[config.mk]
export PLATFORM = sky130hd
export DESIGN_NAME = dma_chan_ctrl
export DESIGN_NICKNAME = d
export VERILOG_FILES = /design/src/dma_chan_ctrl.v
export VERILOG_INCLUDE_DIRS = /design/src
export SDC_FILE = /design/constraint.sdc
export NUM_CORES = 1
export LEC_CHECK = 0
export BUFFER_PORTS_ARGS = -buffer_cell sky130_fd_sc_hd__buf_2
export CAP_MARGIN = 30
export CORE_MARGIN = 3
export CORE_UTILIZATION = 39
export DETAILED_ROUTE_END_ITERATION = 7
export PLACE_DENSITY = 0.77
export SLEW_MARGIN = 30
export SYNTH_ARGS = -nofsm -noshare
export SYNTH_HDL_FRONTEND = slang
export SYNTH_SLANG_ARGS = --single-unit
[constraint.sdc]
create_clock -name CLK_SYS -period 3.9 [get_ports CLK_SYS]
set_clock_uncertainty 0.15 [all_clocks]
set_input_delay 0.78 -clock CLK_SYS [delete_from_list [all_inputs] [get_ports CLK_SYS]]
set_output_delay 0.78 -clock CLK_SYS [all_outputs]
set_load 0.01 [all_outputs]
[src/dma_chan_consts.vh]
// Summary of operation
// - a data byte equal to the ignore byte is treated as don't-care during matching
// - ignore applies only with ignore_byte_on set and pattern mode active
// - busy flag reads 1 while channel active or enabled, else 0
// - match_length_select 1 compares two bytes, 0 compares one byte
// - direction 1 chains from lower neighbour, 0 from higher neighbour
// - chain direction has no effect unless chaining_allow is set
// - channel_on set enables the channel, clearing it suspends
// - events_while_off 1 records start/abort events while disabled, else discards them
// - chaining_allow permits start by a neighbour's completion
// - suspension finishes the current transaction; busy drops only afterwards
// - pattern mode terminates when data matches the pattern value: its low byte, or all 16 bits with match_length_select set
// - unimplemented control and pattern bits ignore writes and read zero
`ifndef DMA_CHAN_CONSTS_VH
`define DMA_CHAN_CONSTS_VH
`define OFS_CONTROL 4'h0
`define OFS_PATTERN 4'h4
`define OFS_IRQ_STAT 4'h8
`define OFS_IRQ_MASK 4'hc
`define CTL_WMASK 32'hff00_29f3
`define PAT_WMASK 32'h0000_ffff
`define BIT_BUSY 15
`define BIT_IGN_ON 13
`define BIT_PATLEN 11
`define BIT_CHNS 8
`define BIT_ON 7
`define BIT_AED 6
`define BIT_CHN 5
`define BIT_PMODE 4
`define BIT_EDET 2
`define IRQ_BITS 3
`define IRQ_DONE 0
`define IRQ_MATCH 1
`define IRQ_ABORT 2
`endif

[src/dma_chan_ctrl.v]
`timescale 1ns/1ns
`default_nettype none
`include "dma_chan_consts.vh"
module dma_chan_ctrl (
    input wire CLK_SYS,
    input wire SRST,
    input wire HSEL,
    input wire [31:0] HADDR,
    input wire [1:0] HTRANS,
    input wire HWRITE,
    input wire [2:0] HSIZE,
    input wire [31:0] HWDATA,
    input wire HREADY,
    output reg [31:0] HRDATA,
    output wire HREADYOUT,
    output wire HRESP,
    input wire START_EVT,
    input wire ABORT_EVT,
    input wire CHAIN_DONE_LOWER,
    input wire CHAIN_DONE_HIGHER,
    input wire DATA_VALID,
    input wire [7:0] DATA_BYTE,
    input wire XFER_LAST,
    input wire XFER_ACK,
    output reg XFER_REQ,
    output wire [1:0] PRIORITY_LEVEL,
    output reg XFER_DONE,
    output wire IRQ
);
    // control bits; bit 4 holds the pattern terminate mode selector
    reg [31:0] control;
    reg [15:0] match_pattern_value;
    reg [2:0] irq_stat;
    reg [2:0] irq_mask;
    reg busy;
    reg in_flight;
    reg pending;
    reg event_detected;
    reg [7:0] prev_byte;
    reg have_prev;
    reg wr_pend;
    reg [3:0] wr_addr;

    wire channel_on = control[`BIT_ON];
    wire [7:0] pattern_ignore_byte = control[31:24];
    wire ignore_byte_on = control[`BIT_IGN_ON];
    wire match_length_select = control[`BIT_PATLEN];
    wire chain_direction_select = control[`BIT_CHNS];
    wire events_while_off = control[`BIT_AED];
    wire chaining_allow = control[`BIT_CHN];
    wire pattern_mode = control[`BIT_PMODE];

    // bus address phase capture
    wire addr_ok = HSEL && HTRANS[1] && HREADY;
    assign HREADYOUT = 1'b1;
    assign HRESP = 1'b0;
    assign PRIORITY_LEVEL = control[1:0];
    assign IRQ = |(irq_stat & irq_mask);

    // chain trigger: direction only counts when chaining is allowed
    wire chain_hit = chaining_allow &&
        (chain_direction_select ? CHAIN_DONE_LOWER : CHAIN_DONE_HIGHER);

    // events seen while off are kept only when allowed
    wire evt_take = channel_on || events_while_off;
    wire start_ok = START_EVT && evt_take;
    wire abort_ok = ABORT_EVT && evt_take;

    // byte comparison with optional don't-care byte
    wire ign_act = ignore_byte_on && pattern_mode;
    wire lo_eq = (DATA_BYTE == match_pattern_value[7:0]) ||
        (ign_act && DATA_BYTE == pattern_ignore_byte);
    wire hi_eq = (prev_byte == match_pattern_value[15:8]) ||
        (ign_act && prev_byte == pattern_ignore_byte);
    wire pat_hit = pattern_mode && DATA_VALID && in_flight && lo_eq &&
        (!match_length_select || (have_prev && hi_eq));

    // write path and register writes
    wire do_wr = wr_pend;
    wire [31:0] ctl_w = (control & ~`CTL_WMASK) | (HWDATA & `CTL_WMASK);

    always @(posedge CLK_SYS) begin
        if (SRST) begin
            wr_pend <= 1'b0;
            wr_addr <= 4'h0;
        end else begin
            wr_pend <= addr_ok && HWRITE;
            wr_addr <= HADDR[3:0];
        end
    end

    // register state, software writes and hardware updates
    always @(posedge CLK_SYS) begin
        if (SRST) begin
            control <= 32'h0000_0000;
            match_pattern_value <= 16'h0000;
            irq_mask <= 3'h0;
        end else begin
            if (do_wr && wr_addr == `OFS_CONTROL) begin
                control <= ctl_w;
            end else if (do_wr && wr_addr == `OFS_PATTERN) begin
                match_pattern_value <= HWDATA[15:0];
            end else if (do_wr && wr_addr == `OFS_IRQ_MASK) begin
                irq_mask <= HWDATA[2:0];
            end
            // besides a control write, only a chain start turns the channel on; a pending start does not
            if (chain_hit && !channel_on) begin
                control[`BIT_ON] <= 1'b1;
            end
            // completion, match or abort disable the channel
            if (in_flight && XFER_ACK && (XFER_LAST || pat_hit)) begin
                control[`BIT_ON] <= 1'b0;
            end else if (abort_ok) begin
                control[`BIT_ON] <= 1'b0;
            end
        end
    end

    // transfer engine: one request outstanding; suspend waits for its ack
    always @(posedge CLK_SYS) begin
        if (SRST) begin
            in_flight <= 1'b0;
            pending <= 1'b0;
            XFER_REQ <= 1'b0;
            XFER_DONE <= 1'b0;
            busy <= 1'b0;
        end else begin
            XFER_DONE <= 1'b0;
            if (abort_ok) begin
                pending <= 1'b0;
            end else if (start_ok || chain_hit) begin
                pending <= 1'b1;
            end
            if (in_flight) begin
                if (XFER_ACK) begin
                    in_flight <= 1'b0;
                    XFER_REQ <= 1'b0;
                    if (XFER_LAST || pat_hit) begin
                        XFER_DONE <= 1'b1;
                        pending <= 1'b0;
                    end
                end
            end else if (channel_on && pending && !abort_ok) begin
                in_flight <= 1'b1;
                XFER_REQ <= 1'b1;
            end
            // busy holds until the in-flight transaction has ended
            busy <= channel_on || in_flight;
        end
    end

    // byte history for two-byte matching
    always @(posedge CLK_SYS) begin
        if (SRST) begin
            prev_byte <= 8'h00;
            have_prev <= 1'b0;
        end else if (!channel_on) begin
            have_prev <= 1'b0;
        end else if (DATA_VALID) begin
            prev_byte <= DATA_BYTE;
            have_prev <= 1'b1;
        end
    end

    // event flag: set wins over the disable clear
    always @(posedge CLK_SYS) begin
        if (SRST) begin
            event_detected <= 1'b0;
        end else if (start_ok || abort_ok) begin
            event_detected <= 1'b1;
        end else if (!channel_on) begin
            event_detected <= 1'b0;
        end
    end

    // sticky interrupt status, write one to clear, set wins
    wire [2:0] irq_set = {abort_ok, pat_hit && XFER_ACK, XFER_DONE};
    wire [2:0] irq_clr = (do_wr && wr_addr == `OFS_IRQ_STAT) ? HWDATA[2:0] : 3'h0;
    always @(posedge CLK_SYS) begin
        if (SRST) begin
            irq_stat <= 3'h0;
        end else begin
            irq_stat <= (irq_stat & ~irq_clr) | irq_set;
        end
    end

    // read data registered in the data phase; unmapped reads return zero
    always @(posedge CLK_SYS) begin
        if (SRST) begin
            HRDATA <= 32'h0000_0000;
        end else if (addr_ok && !HWRITE) begin
            if (HADDR[3:0] == `OFS_CONTROL) begin
                HRDATA <= (control & `CTL_WMASK) | {16'h0000, busy, 12'h000,
                    event_detected, 2'b00};
            end else if (HADDR[3:0] == `OFS_PATTERN) begin
                HRDATA <= {16'h0000, match_pattern_value};
            end else if (HADDR[3:0] == `OFS_IRQ_STAT) begin
                HRDATA <= {29'h0, irq_stat};
            end else if (HADDR[3:0] == `OFS_IRQ_MASK) begin
                HRDATA <= {29'h0, irq_mask};
            end else begin
                HRDATA <= 32'h0000_0000;
            end
        end
    end
endmodule // dma_chan_ctrl
`default_nettype wire

==> flow_summary.json, run 1 <==
{
  "outcome": "finished, final reports clean",
  "antenna_cells": 0,
  "clock_latency_ps": 350,
  "die_x_um": 103.0,
  "cts-root-buf": "clkbuf_8",
  "ios": 128,
  "antenna_found_initial": 0,
  "synth_enable_flop_cells": 0,
  "die_area_um2": 10600,
  "ir_drop_v": 0.0002204,
  "netlist.area_leader.share_pct": 45.31,
  "layout.nets": 563,
  "drt_iter0_markers": 175,
  "worstPathArrival_ps": 1250,
  "critical_path_required_ps": 2970,
  "cts_resized": 0,
  "initial_core_util_pct": 41.05,
  "cp-startpoint": "irq_stat[2]",
  "rows": 34,
  "dr.pass1.iters": 6,
  "grt_max_degree": 49,
  "yosys.cell_count.top_type": "dfxtp_1",
  "rsz0062_at_grt": "false",
  "fmax_mhz": 459.1,
  "drc": 0,
  "grtUsageTotal_pct": 17.92,
  "post_drt_wl_per_cell_um": 15.53,
  "synth_ff_type": "dfxtp_1",
  "area_growth_syn_to_layout_pct": 16.82,
  "finalSetupTns_ps": 0,
  "clock_sinks": 83,
  "drt-total-wl_um": 9116,
  "syn_inst": 410,
  "crit_path_start_kind": "register",
  "reg2reg_from": "wr_addr[1]",
  "hold_class": "reg2reg",
  "dpl.hpwl_um": 6690,
  "path_class": "reg2out",
  "cap_violations": 0,
  "num-fill-cells": 860,
  "io_buffer_count": 77,
  "grt_pass1_wl_um": 14820,
  "slew_violations": 0,
  "relSlewSlack_pct": 49.12,
  "async_flop_share_pct": 0,
  "cp-end-kind": "primary output",
  "hold_slack_ps": 314.3,
  "grt_overflow": 0,
  "cts_buffer_depth": 2,
  "hp-start": "XFER_DONE",
  "path_clk_slew_ps": 90,
  "finalCriticalPeriod_ps": 2178,
  "synth.distinct_cells": 46,
  "yosysSeqAreaShare_pct": 45.31,
  "ys_seq_elements": 83,
  "hold_violations": 0,
  "core-area_um2": 8934,
  "timing.final.crit_share_pct": 55.85,
  "numCtsBuffers": 9,
  "ys_warn_count": 0,
  "synthTopCellsByArea": "dfxtp_1 45%, xnor2_1 6.9%, mux2i_1 6.3%",
  "grt_pass1_vias": 2981,
  "setup_violations": 0,
  "ctsHoldBuffers": 0,
  "ant_nets": 0,
  "cts_max_level": 3,
  "cts_tree": "built",
  "worstMarginPinSlew_ps": 763.2,
  "yosys-top-cells-count": "83 x dfxtp_1, 55 x nor2_1, 50 x nand2_1",
  "vias": 3136,
  "syn_area_um2": 3667,
  "routed_via_density": 5.342,
  "drive_gt1_share_pct": 22.96,
  "avgSynthCellArea_um2": 8.945,
  "routabilityCongestion": 0.9049,
  "cp_cell_sequence": "a222oi_1 > inv_1 > buf_2",
  "p_per_area_nw_per_um2": 403.0,
  "max_stage_delay_ps": 360,
  "synth_top_area_cell": "dfxtp_1",
  "die_height_um": 103.0,
  "crit_path_top_delay_cell": "a222oi_1",
  "p_leak_nw": 1.641,
  "cp_max_fo": 3,
  "cts_setup_buffers": 0
}
-- layout by cell type (no fill, tap or decap), types with 10 or more instances in the layout --
cell type / netlist / routed
a21oi_1: 30 / 30
a221oi_1: 11 / 11
a22oi_1: 13 / 13
buf_2: 4 / 77
conb_1: 2 / 10
dfxtp_1: 83 / 83
mux2i_1: 23 / 23
nand2_1: 50 / 50
nand3_1: 13 / 13
nor2_1: 55 / 55
nor3_1: 10 / 10
xnor2_1: 29 / 29
-- area by class of cell --
class / count / area (µm²) / area share, %
Clock inverter: 7 / 123.9 / 2.891
Tap cell: 108 / 135.1 / 3.154
Sequential cell: 83 / 1662 / 38.78
Clock buffer: 9 / 123.9 / 2.891
Inverter: 3 / 11.26 / 0.2629
Timing Repair Buffer: 81 / 415.4 / 9.696
Multi-Input combinational cell: 296 / 1813 / 42.32
-- logic make-up (layout without fill, tap and decap cells) --
logic type / Yosys count / after routing / share of synthesized area, %
compound gates: 70 / 70 / 12.90
xor+xnor: 32 / 32 / 7.642
buf+inv: 39 / 100 / 6.073
flops: 83 / 83 / 45.31
mux: 24 / 24 / 6.585
other cells: 2 / 10 / 0.2048
simple gates: 160 / 160 / 21.29
-- critical path, delay by kind of cell, from the launching register on --
kind / cells / cell delay, ps
DFF: 1 / 330
AOI/OAI and AO/OA: 1 / 360
buffers and inverters: 2 / 210
-- final timing paths --
kind	endpoint	slack, ps	cells after the start
max	IRQ	1720	3
max reg2reg	control[7]	1790	5
min reg2reg	irq_stat[0]	310	2
min	irq_stat[0]	310	2
-- registers in the layout, summed over array words and instances (netlist names) --
name,count
HRDATA,24
control,17
match_pattern_value,16
prev_byte,8
wr_addr,4
irq_mask,3
irq_stat,3
XFER_DONE,1
XFER_REQ,1
busy,1
do_wr,1
event_detected,1
have_prev,1
in_flight,1
pending,1
-- power breakdown --
| group | internal [W] | leakage, nW | switching, W | total [W] |
|---|---|---|---|---|
| sequential | 0.000857 | 0.670 | 0.00000968 | 0.000867 |
| combinational | 0.0000435 | 0.850 | 0.0000638 | 0.000107 |
| clock | 0.000431 | 0.120 | 0.000322 | 0.000753 |
| total | 0.00133 | 1.64 | 0.000395 | 0.00173 |
-- routing by layer --
layer / GRT usage (%) / vias up / wire length, µm
li1: - / 1523 / -
met4: 6.375 / 0 / 146
met3: 3.992 / 14 / 667
met5: 0 / - / 0
met2: 28.86 / 116 / 4382
met1: 23.63 / 1483 / 3920
-- through the flow --
step	instances	setup WS, ps	cell area [µm²]	util (%)	power (W)
final	587	1722	4284	47.96	0.001727
after global routing	587	1607	4284	47.96	0.001789
after CTS	587	1691	4284	47.96	0.001742
after detailed placement	571	1630	4036	45.18	0.0009932
after global placement	571	1667	4036	45.18	0.0009907
after floorplan	418	2000	3697	-	0.0009512
(Power assumes the default switching activity.)
==> inputs of run 2 (changes only) <==
- ABC_AREA: default -> 1
- PLACE_DENSITY: 0.77 -> 0.79
- clock period: 3.9 -> 1.8 ns (I/O delays scaled with it)
==> run 2 against run 1 <==
  * First-iteration DRC count rose by 13%
  * Core utilization rose by 1.0 points
  * Via count rose by 10%
  * Final cell count rose by 20%
  * Hold slack got worse by 230 ps
  * Flip-flop and latch count did not move
  * Total power rose by 110%
  * Die area rose by 0.84%
  * Combinational power rose by 120%
  * Critical path type is now reg2reg
  * Critical endpoint is now pending
==> flow_summary.json, run 2 <==
{
  "cts_buffer_depth": 2,
  "grt_max_degree": 33,
  "io_buffer_count": 77,
  "rows": 34,
  "path_clk_slew_ps": 80,
  "syn_inst": 496,
  "pwr-share-clk_pct": 41.2,
  "dpl.hpwl_um": 7457,
  "cp_max_fo": 4,
  "outcome": "finished, final reports clean",
  "grt_pass1_wl_um": 15760,
  "routabilityCongestion": 0.9639,
  "async_flop_share_pct": 0,
  "grt_overflow": 0,
  "layout_common_cells": "81 x dfxtp_1, 77 x buf_2, 75 x nand2_1",
  "p_leak_nw": 1.867,
  "cp_cell_sequence": "nand2_1 > a21oi_1 > nand3_2 > nor2_2 > nand2_1 > a21oi_2 > nand2_1 > nand2_1 > nand2_1 > nand2_1 > nor2_1",
  "avgSynthCellArea_um2": 7.459,
  "synth.distinct_cells": 34,
  "rsz0062_at_grt": "false",
  "initial_core_util_pct": 41.22,
  "cts-root-buf": "clkbuf_8",
  "yosys.cell_count.top_type": "dfxtp_1",
  "relSlewSlack_pct": 64.13,
  "timing.final.crit_share_pct": 91.14,
  "p_int_w": 0.002717,
  "yosys-top-cells-count": "83 x dfxtp_1, 75 x nand2_1, 66 x inv_1",
  "finalCriticalPeriod_ps": 1641,
  "critical_path_required_ps": 1900,
  "switching_share_pct": 23.63,
  "fmax_mhz": 609.5,
  "grtUsageTotal_pct": 18.98,
  "layout_top_registers": "HRDATA: 24 flops, control: 17 flops, match_pattern_value: 16 flops",
  "clock_sinks": 83,
  "finalSetupTns_ps": 0,
  "cts_resized": 0,
  "use_met2_pct": 31.32,
  "crit_path_start_kind": "register",
  "hold_class": "in2reg",
  "ys_warn_count": 0,
  "drc": 0,
  "setup_violations": 0,
  "worstPathArrival_ps": 1750,
  "dr.pass1.iters": 5,
  "antenna_cells": 0,
  "syn_area_um2": 3700,
  "yosysSeqAreaShare_pct": 44.91,
  "numCtsBuffers": 9,
  "comb_power_share_pct": 6.5,
  "cts_tree": "built",
  "core-area_um2": 8976,
  "cts_max_level": 3,
  "cap_violations": 0,
  "layout_commonest_cell": "dfxtp_1",
  "postLayoutCoreUtil_pct": 48.97,
  "die_height_um": 103.4,
  "synth_top_area_cell": "dfxtp_1",
  "clock_latency_ps": 360,
  "synth_ff_type": "dfxtp_1",
  "busiest_layer": "met2",
  "power_frac_seq_pct": 52.3,
  "drt_iter0_markers": 197,
  "drive_gt1_share_pct": 21.97,
  "ys_seq_elements": 83,
  "worst_path_most_repeated_cell": "nand2_1",
  "die_x_um": 103.4,
  "ios": 128,
  "ant_nets": 0,
  "die_area_um2": 10690,
  "routed_via_density": 4.916,
  "grt_pass1_vias": 3424,
  "cts_setup_buffers": 0,
  "slew_violations": 0,
  "worstMarginPinSlew_ps": 532.5,
  "antenna_found_initial": 0,
  "synth_enable_flop_cells": 0,
  "vias": 3461,
  "crit_path_top_delay_cell": "dfxtp_2",
  "post_drt_wl_per_cell_um": 13.65,
  "layout.nets": 662,
  "hold_violations": 0,
  "path_class": "reg2reg",
  "ctsHoldBuffers": 0,
  "cp-end-kind": "register",
  "max_stage_delay_ps": 370,
  "num-fill-cells": 899,
  "netlist.area_leader.share_pct": 44.91,
  "regMostFlops": "HRDATA",
  "largest_reg_flops": 24,
  "area_growth_syn_to_layout_pct": 18.80,
  "globalRouteMet3Util_pct": 4.628,
  "drt-total-wl_um": 9611,
  "ir_drop_v": 0.0003482,
  "p_per_area_nw_per_um2": 809.5,
  "use_met1_pct": 23.48,
  "synthTopCellsByArea": "dfxtp_1 45%, nand2_1 7.6%, o21ai_0 7.3%",
  "switchingPower_w": 0.0008409
}
## run 2: cell types whose count changed after synthesis, moves of 5 or more
cell	previous run	this run
xnor2_1	29	9
nand2_1	50	75
nor3_1	10	3
inv_2	0	7
mux2i_1	23	0
a21oi_1	30	49
inv_1	3	66
nor2_1	55	50
a31oi_1	0	5
o21ai_0	3	54
a221oi_1	11	4
## run 2: cell type report
cell class | instances | area (µm²) | area share [%]
multi-input cells | 315 | 1595 | 36.29
inverters | 74 | 279.0 | 6.348
clock buffers | 9 | 123.9 | 2.818
repair buffers | 90 | 483.0 | 10.99
clock inverters | 7 | 92.59 | 2.106
flip-flops and latches | 83 | 1664 | 37.86
well taps | 126 | 157.7 | 3.587
## run 2: stage by stage
| step | hold WS (ps) | cell area (µm²) | std cells | total power (W) | worst slack [ps] |
|---|---|---|---|---|---|
| 2_1_floorplan | 283.3 | 3730 | 504 | 0.002041 | 324.1 |
| 3_3_place_gp | 295.6 | 4177 | 688 | 0.002129 | 55.00 |
| 3_5_place_dp | 297.8 | 4177 | 688 | 0.002134 | 45.88 |
| 4_1_cts | 67.06 | 4393 | 704 | 0.003587 | 115.9 |
| 5_1_grt | 83.40 | 4395 | 704 | 0.003706 | 13.90 |
| 6_report | 83.35 | 4395 | 704 | 0.003558 | 159.4 |
## run 2: final timing paths
kind	startpoint	endpoint	slack [ps]	cells past startpoint
worst min register to register	XFER_DONE	irq_stat[0]	310	2
worst max-delay path	control[4]	pending	160	11
worst max register to register	control[4]	pending	160	11
worst min-delay path	HADDR[1]	wr_addr[1]	80	3
## run 2: layer usage
| metal | vias up | routed length, µm |
|---|---|---|
| met5 | - | 0 |
| met1 | 1590 | 4114 |
| met4 | 0 | 254 |
| met3 | 22 | 610 |
| met2 | 108 | 4631 |
| li1 | 1741 | - |
## run 2: power groups by stage
stage | registers (W) | logic [W] | clock network [W]
after detailed placement | 0.00190 | 0.000231 | 0
final | 0.00186 | 0.000232 | 0.00147
after floorplan | 0.00190 | 0.000140 | 0
after global placement | 0.00190 | 0.000226 | 0
after global routing | 0.00186 | 0.000262 | 0.00158
after CTS | 0.00186 | 0.000232 | 0.00150
## run 2: kinds of logic after synthesis
group                  count (synthesis)  share of synthesized area (%)
buffers and inverters                106                          12.78
flip-flops                            83                          44.91
AND/OR/NAND/NOR                      155                          18.26
other                                  2                         0.2030
XOR/XNOR                              14                          3.314
AO/OA/AOI/OAI                        136                          20.53
## run 2: critical path, delay by kind of cell, from the launching register on
family / cells / cell delay [ps]
AOI/OAI and AO/OA: 2 / 340
DFF: 1 / 370
and+or+nand+nor: 9 / 680
